## config.mk

```make
export PLATFORM = sky130hd
export DESIGN_NAME = sam_monitor
export DESIGN_NICKNAME = d
export VERILOG_FILES = /design/src/hw/sam_pkg.sv /design/src/hw/sam_cmp_if.sv /design/src/hw/sam_err_cmp.sv /design/src/hw/sam_monitor.sv
export VERILOG_INCLUDE_DIRS = /design/src /design/src/hw
export SDC_FILE = /design/constraint.sdc
export NUM_CORES = 1
export LEC_CHECK = 0
export ABC_AREA = 0
export BUFFER_PORTS_ARGS = -buffer_cell sky130_fd_sc_hd__buf_2
export CORE_UTILIZATION = 63
export CTS_CLUSTER_DIAMETER = 60
export DETAILED_ROUTE_END_ITERATION = 7
export GPL_ROUTABILITY_DRIVEN = 0
export PLACE_DENSITY = 0.89
export SYNTH_ARGS = -nofsm -noshare
export SYNTH_HDL_FRONTEND = slang
export SYNTH_SLANG_ARGS = --single-unit
```

## constraint.sdc

```tcl
create_clock -name clk_i -period 7.6 [get_ports clk_i]
set_clock_uncertainty 0.1 [all_clocks]
set_input_delay 0.38 -clock clk_i [delete_from_list [all_inputs] [get_ports clk_i]]
set_output_delay 0.38 -clock clk_i [all_outputs]
set_load 0.1 [all_outputs]
```

## src/hw/sam_map.svh

```systemverilog
`ifndef SAM_MAP_SVH
`define SAM_MAP_SVH
// ==================================================
// Register offsets (byte addresses)
`define SAM_OFF_CTRL 8'h00
`define SAM_OFF_STATUS 8'h04
`define SAM_OFF_MASK 8'h08
`define SAM_OFF_STOP_LIM 8'h0C
`define SAM_OFF_MOVE_LIM 8'h10
`define SAM_OFF_COMM_DIAG 8'h14
`define SAM_OFF_POS_ERR 8'h18
`define SAM_OFF_LIVE 8'h1C
// ==================================================
// Servo alarm status word bit positions
`define SAM_BIT_NOT_READY 0
`define SAM_BIT_FB_BREAK 1
`define SAM_BIT_UNEXP_READY 2
`define SAM_BIT_HOME_ABN 3
`define SAM_BIT_OVERCURRENT 4
`define SAM_BIT_STOP_ERR 5
`define SAM_BIT_MOVE_ERR 6
`define SAM_ALARM_W 7
// ==================================================
// Control bit positions and widths
`define SAM_BIT_CONTACTOR 0
`define SAM_ERR_W 24
// ==================================================
// Reset values
`define SAM_RST_CTRL 1'h0
`define SAM_RST_STATUS 7'h00
`define SAM_RST_MASK 7'h00
`define SAM_RST_STOP_LIM 24'h000100
`define SAM_RST_MOVE_LIM 24'h001000
// ==================================================
// Timing
`define SAM_CLK_KHZ 40000
`define SAM_READY_WAIT_US 1000
`define SAM_READY_WAIT_CYC ((`SAM_READY_WAIT_US * `SAM_CLK_KHZ) / 1000)
`define SAM_RELEASE_WAIT_US 1000
`define SAM_RELEASE_WAIT_CYC ((`SAM_RELEASE_WAIT_US * `SAM_CLK_KHZ) / 1000)
`define SAM_TMR_W 20
`endif

```

## src/hw/sam_pkg.sv

```systemverilog
package sam_pkg;
    // ==================================================
    // Handshake states, one-hot
    typedef enum logic [3:0]
    {
        SAM_OFF = 4'h1,
        SAM_WAIT_ON = 4'h2,
        SAM_RUN = 4'h4,
        SAM_WAIT_OFF = 4'h8
    } sam_state_type;

    typedef logic [23:0] sam_err_type;
    typedef logic [6:0] sam_alarm_type;
endpackage

```

## src/hw/sam_cmp_if.sv

```systemverilog
`timescale 1ns/100ps
interface sam_cmp_if;
    import sam_pkg::*;
    sam_err_type pos_err;
    sam_err_type stop_lim;
    sam_err_type move_lim;
    logic moving;
    sam_err_type abs_err;
    logic over_stop;
    logic over_move;
    modport host (output pos_err, output stop_lim, output move_lim, output moving,
        input abs_err, input over_stop, input over_move);
    modport cmp (input pos_err, input stop_lim, input move_lim, input moving,
        output abs_err, output over_stop, output over_move);
endinterface

```

## src/hw/sam_err_cmp.sv

```systemverilog
`timescale 1ns/100ps
`include "sam_map.svh"
module sam_err_cmp
(
    input wire logic clk_i,
    input wire logic rst_i,
    input wire logic ce_i,
    sam_cmp_if.cmp cmp
);
    import sam_pkg::*;

    typedef struct packed
    {
        sam_err_type abs_err;
        logic over_stop;
        logic over_move;
    } sam_cmp_state_type;

    sam_cmp_state_type q_reg;
    sam_cmp_state_type q_next;
    sam_err_type mag;

    // ==================================================
    // Magnitude and limit compare
    always_comb
    begin
        // Most negative error maps to 2^23, which still fits unsigned
        mag = cmp.pos_err[`SAM_ERR_W-1] ? sam_err_type'(~cmp.pos_err + 24'h000001) : cmp.pos_err;
        q_next = q_reg;
        q_next.abs_err = mag;
        q_next.over_stop = !cmp.moving && (mag > cmp.stop_lim);
        q_next.over_move = cmp.moving && (mag > cmp.move_lim);
    end

    always_ff @(posedge clk_i)
    begin
        if (rst_i)
            q_reg <= '0;
        else if (ce_i)
            q_reg <= q_next;
    end

    assign cmp.abs_err = q_reg.abs_err;
    assign cmp.over_stop = q_reg.over_stop;
    assign cmp.over_move = q_reg.over_move;
endmodule

```

## src/hw/sam_monitor.sv

```systemverilog
// Local design decisions: register access over Wishbone and the register addresses.
`timescale 1ns/100ps
`include "sam_map.svh"
module sam_monitor
#(
    parameter int unsigned READY_WAIT_CYC = `SAM_READY_WAIT_CYC,
    parameter int unsigned RELEASE_WAIT_CYC = `SAM_RELEASE_WAIT_CYC
)
(
    input wire logic clk_i,
    input wire logic rst_i,
    input wire logic ce_i,
    input wire logic wb_cyc_i,
    input wire logic wb_stb_i,
    input wire logic wb_we_i,
    input wire logic [7:0] wb_adr_i,
    input wire logic [3:0] wb_sel_i,
    input wire logic [31:0] wb_dat_i,
    output logic [31:0] wb_dat_o,
    output logic wb_ack_o,
    input wire logic amp_ready_in_i,
    output logic contactor_on_request_o,
    input wire logic grid_i,
    input wire logic home_done_i,
    input wire logic axis_moving_i,
    input wire sam_pkg::sam_err_type pos_err_i,
    input wire logic overcurrent_flag_i,
    input wire logic feedback_break_flag_i,
    input wire logic [7:0] coder_diag_i,
    output logic irq_o
);
    import sam_pkg::*;

    // ==================================================
    // State
    typedef struct packed
    {
        sam_state_type st;
        logic [`SAM_TMR_W-1:0] tmr;
        logic rdy_s1;
        logic rdy_s2;
        logic grid_s1;
        logic grid_s2;
        logic oc_s1;
        logic oc_s2;
        logic fb_s1;
        logic fb_s2;
        logic [7:0] diag_s1;
        logic [7:0] diag_s2;
        logic ack;
        logic [31:0] rdata;
        logic req;
        sam_alarm_type status;
        sam_alarm_type mask;
        sam_err_type stop_lim;
        sam_err_type move_lim;
    } sam_mon_state_type;

    sam_mon_state_type q_reg;
    sam_mon_state_type q_next;
    sam_alarm_type ev;
    sam_alarm_type clr;
    logic access;
    logic wr_stb;

    sam_cmp_if cmp_bus ();

    sam_err_cmp u_cmp
    (
        .clk_i(clk_i),
        .rst_i(rst_i),
        .ce_i(ce_i),
        .cmp(cmp_bus)
    );

    assign cmp_bus.pos_err = pos_err_i;
    assign cmp_bus.stop_lim = q_reg.stop_lim;
    assign cmp_bus.move_lim = q_reg.move_lim;
    assign cmp_bus.moving = axis_moving_i;

    // ==================================================
    // Helpers
    function automatic logic hit(input logic [7:0] adr, input logic [7:0] off);
        hit = (adr[7:2] == off[7:2]);
    endfunction

    function automatic logic [31:0] merge(input logic [31:0] old, input logic [31:0] wd, input logic [3:0] sel);
        logic [31:0] r;
        r = old;
        for (int i = 0; i < 4; i++)
        begin
            if (sel[i])
                r[i*8 +: 8] = wd[i*8 +: 8];
        end
        merge = r;
    endfunction

    // ==================================================
    // Next state
    always_comb
    begin
        q_next = q_reg;
        ev = '0;
        clr = '0;
        access = wb_cyc_i && wb_stb_i;
        // Writes land on the edge where the master sees ack
        wr_stb = access && wb_we_i && q_reg.ack;

        // Two flops on the ready, grid, overcurrent, feedback break and diag inputs
        q_next.rdy_s1 = amp_ready_in_i;
        q_next.rdy_s2 = q_reg.rdy_s1;
        q_next.grid_s1 = grid_i;
        q_next.grid_s2 = q_reg.grid_s1;
        q_next.oc_s1 = overcurrent_flag_i;
        q_next.oc_s2 = q_reg.oc_s1;
        q_next.fb_s1 = feedback_break_flag_i;
        q_next.fb_s2 = q_reg.fb_s1;
        q_next.diag_s1 = coder_diag_i;
        q_next.diag_s2 = q_reg.diag_s1;

        // Amplifier handshake
        if (q_reg.tmr != '1)
            q_next.tmr = q_reg.tmr + 20'h00001;
        case (q_reg.st)
            SAM_OFF:
            begin
                q_next.tmr = '0;
                if (q_reg.rdy_s2)
                    ev[`SAM_BIT_UNEXP_READY] = 1'b1;
                if (q_reg.req)
                    q_next.st = SAM_WAIT_ON;
            end
            SAM_WAIT_ON:
            begin
                if (!q_reg.req)
                begin
                    q_next.st = SAM_WAIT_OFF;
                    q_next.tmr = '0;
                end
                else if (q_reg.rdy_s2)
                    q_next.st = SAM_RUN;
                else if (q_reg.tmr == `SAM_TMR_W'(READY_WAIT_CYC - 1))
                    ev[`SAM_BIT_NOT_READY] = 1'b1;
            end
            SAM_RUN:
            begin
                q_next.tmr = '0;
                if (!q_reg.req)
                    q_next.st = SAM_WAIT_OFF;
                else if (!q_reg.rdy_s2)
                begin
                    // Drop in operation; park with timer past its limit to avoid a second report
                    ev[`SAM_BIT_NOT_READY] = 1'b1;
                    q_next.st = SAM_WAIT_ON;
                    q_next.tmr = '1;
                end
            end
            SAM_WAIT_OFF:
            begin
                if (q_reg.req)
                begin
                    q_next.st = SAM_WAIT_ON;
                    q_next.tmr = '0;
                end
                else if (!q_reg.rdy_s2)
                    q_next.st = SAM_OFF;
                else if (q_reg.tmr == `SAM_TMR_W'(RELEASE_WAIT_CYC - 1))
                    ev[`SAM_BIT_UNEXP_READY] = 1'b1;
            end
            default:
            begin
                q_next.st = SAM_OFF;
                q_next.tmr = '0;
            end
        endcase

        // Other alarm sources
        if (home_done_i && !q_reg.grid_s2)
            ev[`SAM_BIT_HOME_ABN] = 1'b1;
        if (cmp_bus.over_stop)
            ev[`SAM_BIT_STOP_ERR] = 1'b1;
        if (cmp_bus.over_move)
            ev[`SAM_BIT_MOVE_ERR] = 1'b1;
        if (q_reg.oc_s2)
            ev[`SAM_BIT_OVERCURRENT] = 1'b1;
        if (q_reg.fb_s2)
            ev[`SAM_BIT_FB_BREAK] = 1'b1;

        // Register writes
        if (wr_stb)
        begin
            if (hit(wb_adr_i, `SAM_OFF_CTRL) && wb_sel_i[0])
                q_next.req = wb_dat_i[`SAM_BIT_CONTACTOR];
            if (hit(wb_adr_i, `SAM_OFF_STATUS) && wb_sel_i[0])
                clr = wb_dat_i[`SAM_ALARM_W-1:0];
            if (hit(wb_adr_i, `SAM_OFF_MASK) && wb_sel_i[0])
                q_next.mask = wb_dat_i[`SAM_ALARM_W-1:0];
            if (hit(wb_adr_i, `SAM_OFF_STOP_LIM))
                q_next.stop_lim = sam_err_type'(merge({8'h00, q_reg.stop_lim}, wb_dat_i, wb_sel_i));
            if (hit(wb_adr_i, `SAM_OFF_MOVE_LIM))
                q_next.move_lim = sam_err_type'(merge({8'h00, q_reg.move_lim}, wb_dat_i, wb_sel_i));
        end

        // Sticky flags; a new event beats a clear in the same cycle
        q_next.status = (q_reg.status & ~clr) | ev;

        // Read data captured as ack rises, unmapped reads give zero
        q_next.ack = access && !q_reg.ack;
        if (access && !q_reg.ack)
        begin
            q_next.rdata = 32'h00000000;
            if (hit(wb_adr_i, `SAM_OFF_CTRL))
                q_next.rdata[`SAM_BIT_CONTACTOR] = q_reg.req;
            else if (hit(wb_adr_i, `SAM_OFF_STATUS))
                q_next.rdata[`SAM_ALARM_W-1:0] = q_reg.status;
            else if (hit(wb_adr_i, `SAM_OFF_MASK))
                q_next.rdata[`SAM_ALARM_W-1:0] = q_reg.mask;
            else if (hit(wb_adr_i, `SAM_OFF_STOP_LIM))
                q_next.rdata[23:0] = q_reg.stop_lim;
            else if (hit(wb_adr_i, `SAM_OFF_MOVE_LIM))
                q_next.rdata[23:0] = q_reg.move_lim;
            else if (hit(wb_adr_i, `SAM_OFF_COMM_DIAG))
                q_next.rdata[7:0] = q_reg.diag_s2;
            else if (hit(wb_adr_i, `SAM_OFF_POS_ERR))
                q_next.rdata[23:0] = cmp_bus.abs_err;
            else if (hit(wb_adr_i, `SAM_OFF_LIVE))
                q_next.rdata[4:0] = {q_reg.rdy_s2, q_reg.st};
        end
    end

    // ==================================================
    // Registers
    always_ff @(posedge clk_i)
    begin
        if (rst_i)
        begin
            q_reg <= '0;
            q_reg.st <= SAM_OFF;
            q_reg.req <= `SAM_RST_CTRL;
            q_reg.status <= `SAM_RST_STATUS;
            q_reg.mask <= `SAM_RST_MASK;
            q_reg.stop_lim <= `SAM_RST_STOP_LIM;
            q_reg.move_lim <= `SAM_RST_MOVE_LIM;
        end
        else if (ce_i)
            q_reg <= q_next;
    end

    assign wb_ack_o = q_reg.ack;
    assign wb_dat_o = q_reg.rdata;
    assign contactor_on_request_o = q_reg.req;
    assign irq_o = |(q_reg.status & q_reg.mask);
endmodule

```

# [Word-level counts from Yosys, hierarchy flattened]
# Index checks and enable logic that the tools add are counted.
[op_classes] add_sub_neg=2 magnitude_cmp=2 n_reduce_logical=25 bitwise_logic=5 n_eq_ne=17 mux=43
[ops] operator="24-bit 2-to-1 mux" count=4
[ops] operator="24-bit one-hot mux with 4 select lines" count=1
[ops] operator="20-bit 2-to-1 mux" count=4
[ops] operator="24-bit greater-than comparator" count=2
[ops] operator="17-bit 2-to-1 mux" count=2
[ops] operator="7-bit 2-to-1 mux" count=4
[ops] operator="24-bit by 1-bit adder with 24-bit output, second input constant" count=1
[ops] operator="6-bit by 3-bit == test with 1-bit output, second input constant" count=4
[ops] operator="4-bit 2-to-1 mux" count=6
[ops] operator="24-bit inverter" count=1
[ops] operator="4-bit AND reduction" count=6
[ops] operator="23-bit 2-to-1 mux" count=1
[ops] operator="20-bit by 1-bit adder with 20-bit output, second input constant" count=1
[ops] operator="20-bit by 16-bit == test with 1-bit output, second input constant" count=1
[ops] operator="20-bit inequality test, second input constant" count=1
[ops] operator="19-bit 2-to-1 mux" count=1
[ops] operator="16-bit 2-to-1 mux" count=1
[ops] operator="7-bit AND" count=2
[ops] operator="1-bit 2-to-1 mux" count=14
[ops] operator="6-bit by 2-bit == test with 1-bit output, second input constant" count=2
[ops] operator="1-bit logical AND" count=10
[ops] operator="5-bit 2-to-1 mux" count=2
[ops] operator="3-bit inequality test, second input constant" count=3
[ops] operator="8-bit 2-to-1 mux" count=1
[ops] operator="15 further kinds" count=19
[totals] inputBits=88 elab_cells=120 regBits=162 out_inout_bits=35

# [Longest topological paths before layout]
[logic_depth] ltp_word=9 mapped_depth=13 ltp_nobuf=12

# [Hierarchy]
# From an unflattened synthesis, not the netlist that was laid out.
[unflattened] hier_cells=1069 hier_area_um2=9106.2
[by_module_without_submodules] module="sam_monitor" seq_area_each_um2=2722.6 cells_per_inst=726 area_per_inst_um2=6565.0 n_inst=1
[by_module_without_submodules] module="sam_err_cmp" seq_area_each_um2=520.5 cells_per_inst=343 area_per_inst_um2=2541.2 n_inst=1

# [Worst setup path after synthesis]
# Ideal clock, no wire load.
[synth_path] path_type="input to register" start="input port pos_err_i[0]" end="register u_cmp.q_reg, in the netlist u_cmp.cmp.over_move" path_slack_ns=4.523 path_buffers=1 arrival_ns=2.857 t_required_ns=7.380 setup_ns=0.120 stages=13 path_cell_list="inv_1 ha_1 or3b_1 or2_1 buf_2 o21ai_1 xnor2_1 ha_1 a21oi_1 a21boi_0 o311ai_0 nand3_1 o31a_1"
[synth_between] elab_chain_len=5
[synth_lines] item="start: declaration" line="sam_monitor.sv:26" source="input wire sam_pkg::sam_err_type pos_err_i,"
[synth_lines] item="24-bit inverter" line="sam_err_cmp.sv:28" source="mag = cmp.pos_err[`SAM_ERR_W-1] ? sam_err_type'(~cmp.pos_err + 24'h000001) : cmp.pos_err;"
[synth_lines] item="24-bit by 1-bit adder with 24-bit output" line="sam_err_cmp.sv:28"
[synth_lines] item="24-bit 2-to-1 mux" line="sam_err_cmp.sv:28"
[synth_lines] item="via u_cmp.mag[20]" line="sam_err_cmp.sv:21" source="sam_err_type mag;"
[synth_lines] item="24-bit greater-than comparator" line="sam_err_cmp.sv:32" source="q_next.over_move = cmp.moving && (mag > cmp.move_lim);"
[synth_lines] item="1-bit logical AND" line="sam_err_cmp.sv:32"
[synth_lines] item="end signal: assignment" line="sam_err_cmp.sv:40" source="q_reg <= q_next;"
[synth_lines] item="end: declaration" line="sam_err_cmp.sv:19" source="sam_cmp_state_type q_reg;"
# The timed path passes the listed nets, and every way through them passes these cells.
# A chain may end at the register's enable or synchronous reset.

# [Worst setup path in the final report]
[layout_path] start="input port pos_err_i[0]" end="register u_cmp.q_reg, in the netlist u_cmp.cmp.over_stop"
[layout_between] elab_chain_len=5
[layout_lines] item="24-bit inverter" line="sam_err_cmp.sv:28"
[layout_lines] item="24-bit by 1-bit adder with 24-bit output" line="sam_err_cmp.sv:28"
[layout_lines] item="24-bit 2-to-1 mux" line="sam_err_cmp.sv:28"
[layout_lines] item="via u_cmp.mag[22]" line="sam_err_cmp.sv:21"
[layout_lines] item="24-bit greater-than comparator" line="sam_err_cmp.sv:31" source="q_next.over_stop = !cmp.moving && (mag > cmp.stop_lim);"
[layout_lines] item="1-bit logical AND" line="sam_err_cmp.sv:31"
# The timed path passes the listed nets, and every way through them passes these cells.

==> flow_metrics.env <==
export IMPL_p_leak_nw=4.04
export IMPL_synth_edf_count=0
export IMPL_cp_start_kind="input pin"
export IMPL_die_area_um2=15700
export IMPL_endpoint="u_cmp.cmp.over_stop"
export IMPL_hold_buffers=0
export IMPL_placed_cells=1339
export IMPL_crit_start="pos_err_i[0]"
export IMPL_reg2reg_to="q_reg[127]"
export IMPL_grt_overflow_total=0
export IMPL_seq_area_um2=3240
export IMPL_hold_ws_ns=0.0806
export IMPL_violations="design-rule violations"
export IMPL_cp_max_fo=10
export IMPL_min_path_type="input pin to register"
export IMPL_cts_resized=0
export IMPL_cts_max_level=4
export IMPL_hpwl_um=17400
export IMPL_io_buffer_count=103
export IMPL_ir_drop_mv=0.178
export IMPL_relSlewSlack_pct=27.2
export IMPL_fp_dieW_um=125
export IMPL_clockBufferDepth=2
export IMPL_drv_slew=0
export IMPL_cellPowerDensity_nw_per_um2=194
export IMPL_synth_warnings=0
export IMPL_cts_setup_buffers=0
export IMPL_ant_nets=0
export IMPL_period_needed_ns=3.41
export IMPL_drive_above_1_share_pct=14.7
export IMPL_grt_pass1_vias=8338
export IMPL_crit_path_end_kind="register"
export IMPL_fin_nets=1312
export IMPL_status="finished, violations left"
export IMPL_syn_area_um2=9600
export IMPL_max_freq_mhz=293
export IMPL_hold_viol_final=0
export IMPL_yosys_most_used_dff="dfxtp_1"
export IMPL_grtUsageTotal_pct=33.8
export IMPL_yosysTopAreaCellShare_pct=33.8
export IMPL_netlist_instances=1142
export IMPL_multi_input_comb_area_um2=5580
export IMPL_clock_latency_ns=0.44
export IMPL_ctsRootBufferMaster="clkbuf_16"
export IMPL_wire_per_inst_um=18.8
export IMPL_grt_setup_unrepaired="no"
export IMPL_clk_transition_reported_paths_ns=0.07
export IMPL_setup_tns_ns=0
export IMPL_setup_viol=0
export IMPL_rr_startpoint="q_reg[142]"
export IMPL_synthTopCellsByCount="dfxtp_1, nor2_1, mux2i_1, nand2_1, inv_1"
export IMPL_async_flop_share_pct=0
export IMPL_io_pins=123
export IMPL_drt_total_wl_um=25700
export IMPL_final_core_util_pct=71.2
export IMPL_first_iter_violations=1081
export IMPL_reg2reg_slack_ns=5.29
export IMPL_avgSynthCellArea_um2=8.40
export IMPL_largest_reg_flops=50
export IMPL_dr_pass1_iters=8
export IMPL_reg2reg_depth=5
export IMPL_stdcell_count=1370
export IMPL_initial_core_util_pct=65.3
export IMPL_max_cap_violations=0
export IMPL_tritoncts_num_sinks=162
export IMPL_grt_start_max_net_pins=82
export IMPL_synth_cell_types=80
export IMPL_synth_area_leader_cell="dfxtp_1"
export IMPL_yosysMostFrequentCell="dfxtp_1"
export IMPL_synth_seq_area_share_pct=33.8
export IMPL_grt_pass1_wl_um=42300
export IMPL_ys_seq_elements=162
export IMPL_cp_required_ns=7.80
export IMPL_cts_buffers=17
export IMPL_tritoncts="yes"
export IMPL_die_h_um=125
export IMPL_drc_errors=9
export IMPL_core_area_um2=14700
export IMPL_criticalPathCategory="input pin to register"
export IMPL_period_share_pct=44.9
export IMPL_n_fill_cell=1108
export IMPL_area_delta_synth_final_pct=9.10
export IMPL_n_antenna_cell=0
export IMPL_crit_arrival_ns=3.61
export IMPL_vias=8969
export IMPL_post_drt_via_cell_ratio=6.55
export IMPL_tightest_slew_ns=1.08
export IMPL_antenna_found_initial=0
export IMPL_ys_top_cells_by_area="dfxtp_1, mux2i_1, ha_1, nor2_1, nand2_1"
export IMPL_rows=44
-- critical path, stage by stage --
cell and delay (ns):
buf_2 0.12, inv_1 0.14, ha_1 0.17, or3b_1 0.38, or2_1 0.42, o21ai_0 0.27
xnor2_1 0.13, ha_1 0.34, nand4_1 0.23, nor4_1 0.64, a21oi_1 0.15, o21ai_0 0.19
a31oi_1 0.05
-- worst min-delay path by stage --
stage	startpoint	to	cells after the start
after floorplan	wb_dat_o[1]	wb_dat_o[1]	2
after global placement	wb_dat_o[4]	wb_dat_o[4]	2
after detailed placement	wb_dat_o[3]	wb_dat_o[3]	2
after CTS	amp_ready_in_i	q_next[118]	3
after global routing	coder_diag_i[2]	q_next[98]	3
final	coder_diag_i[5]	q_next[101]	3
-- power breakdown --
| group | leakage, nW | internal, mW | switching, mW | total, mW |
|---|---|---|---|---|
| combinational | 2.44 | 0.0926 | 0.170 | 0.262 |
| clock | 0.290 | 0.525 | 0.355 | 0.880 |
| sequential | 1.32 | 0.869 | 0.0157 | 0.885 |
| total | 4.04 | 1.49 | 0.541 | 2.03 |
-- metal layers --
layer	up-vias	wire, um	global-route usage [%]
li1	4107	-	-
met1	4232	10800	46.0
met2	529	11500	51.7
met3	101	2610	7.45
met4	0	892	14.1
met5	-	0	0
-- final cells by class --
class	count	area share [%]
tap	184	2.20
inverter	63	2.26
clock buffer	19	4.23
multi-input combinational	819	53.3
sequential	162	31.0
clock inverter	12	1.48
timing repair buffer	111	5.52
-- cell usage in the layout, fill, tap and decap left out, types with 9 or more instances in the layout --
cell type / netlist / routed
ha_1: 50 / 50
or4_1: 9 / 9
o211a_1: 9 / 9
a21o_1: 26 / 26
inv_1: 62 / 62
nand2_1: 84 / 84
nor2b_1: 12 / 12
clkbuf_16: 0 / 17
nor3_1: 21 / 21
mux2i_1: 90 / 90
nand4_1: 20 / 20
o21a_1: 13 / 13
and3_1: 10 / 10
o21ai_0: 30 / 30
xnor2_1: 22 / 22
nand3_1: 24 / 24
o211ai_1: 9 / 9
buf_2: 14 / 102
nor2_1: 139 / 139
o31ai_1: 13 / 13
buf_4: 39 / 9
dfxtp_1: 162 / 162
a21oi_1: 58 / 58
a22oi_1: 19 / 19
-- cell families (layout without fill, tap and decap cells) --
kind of cell             Yosys count  after routing  synth area share, %
AND/OR/NAND/NOR                  384            384                 19.6
AO/OA/AOI/OAI                    260            260                 19.4
buffers and inverters            168            205                 8.36
flip-flops                       162            162                 33.8
multiplexers                      95             95                 10.2
adder cells (fa/ha/maj)           50             50                 6.52
XOR/XNOR                          22             22                 2.01
other                              1              8               0.0391
-- metrics by stage --
stage / power [mW] / cell area [um^2] / setup WS (ns)
2_1_floorplan: 1.08 / 9620 / 4.52
3_3_place_gp: 1.14 / 9870 / 3.84
3_5_place_dp: 1.15 / 9870 / 3.90
4_1_cts: 2.02 / 10500 / 4.27
5_1_grt: 2.09 / 10500 / 3.98
6_report: 2.03 / 10500 / 4.19
No activity file was read; power rests on OpenSTA's default activity.
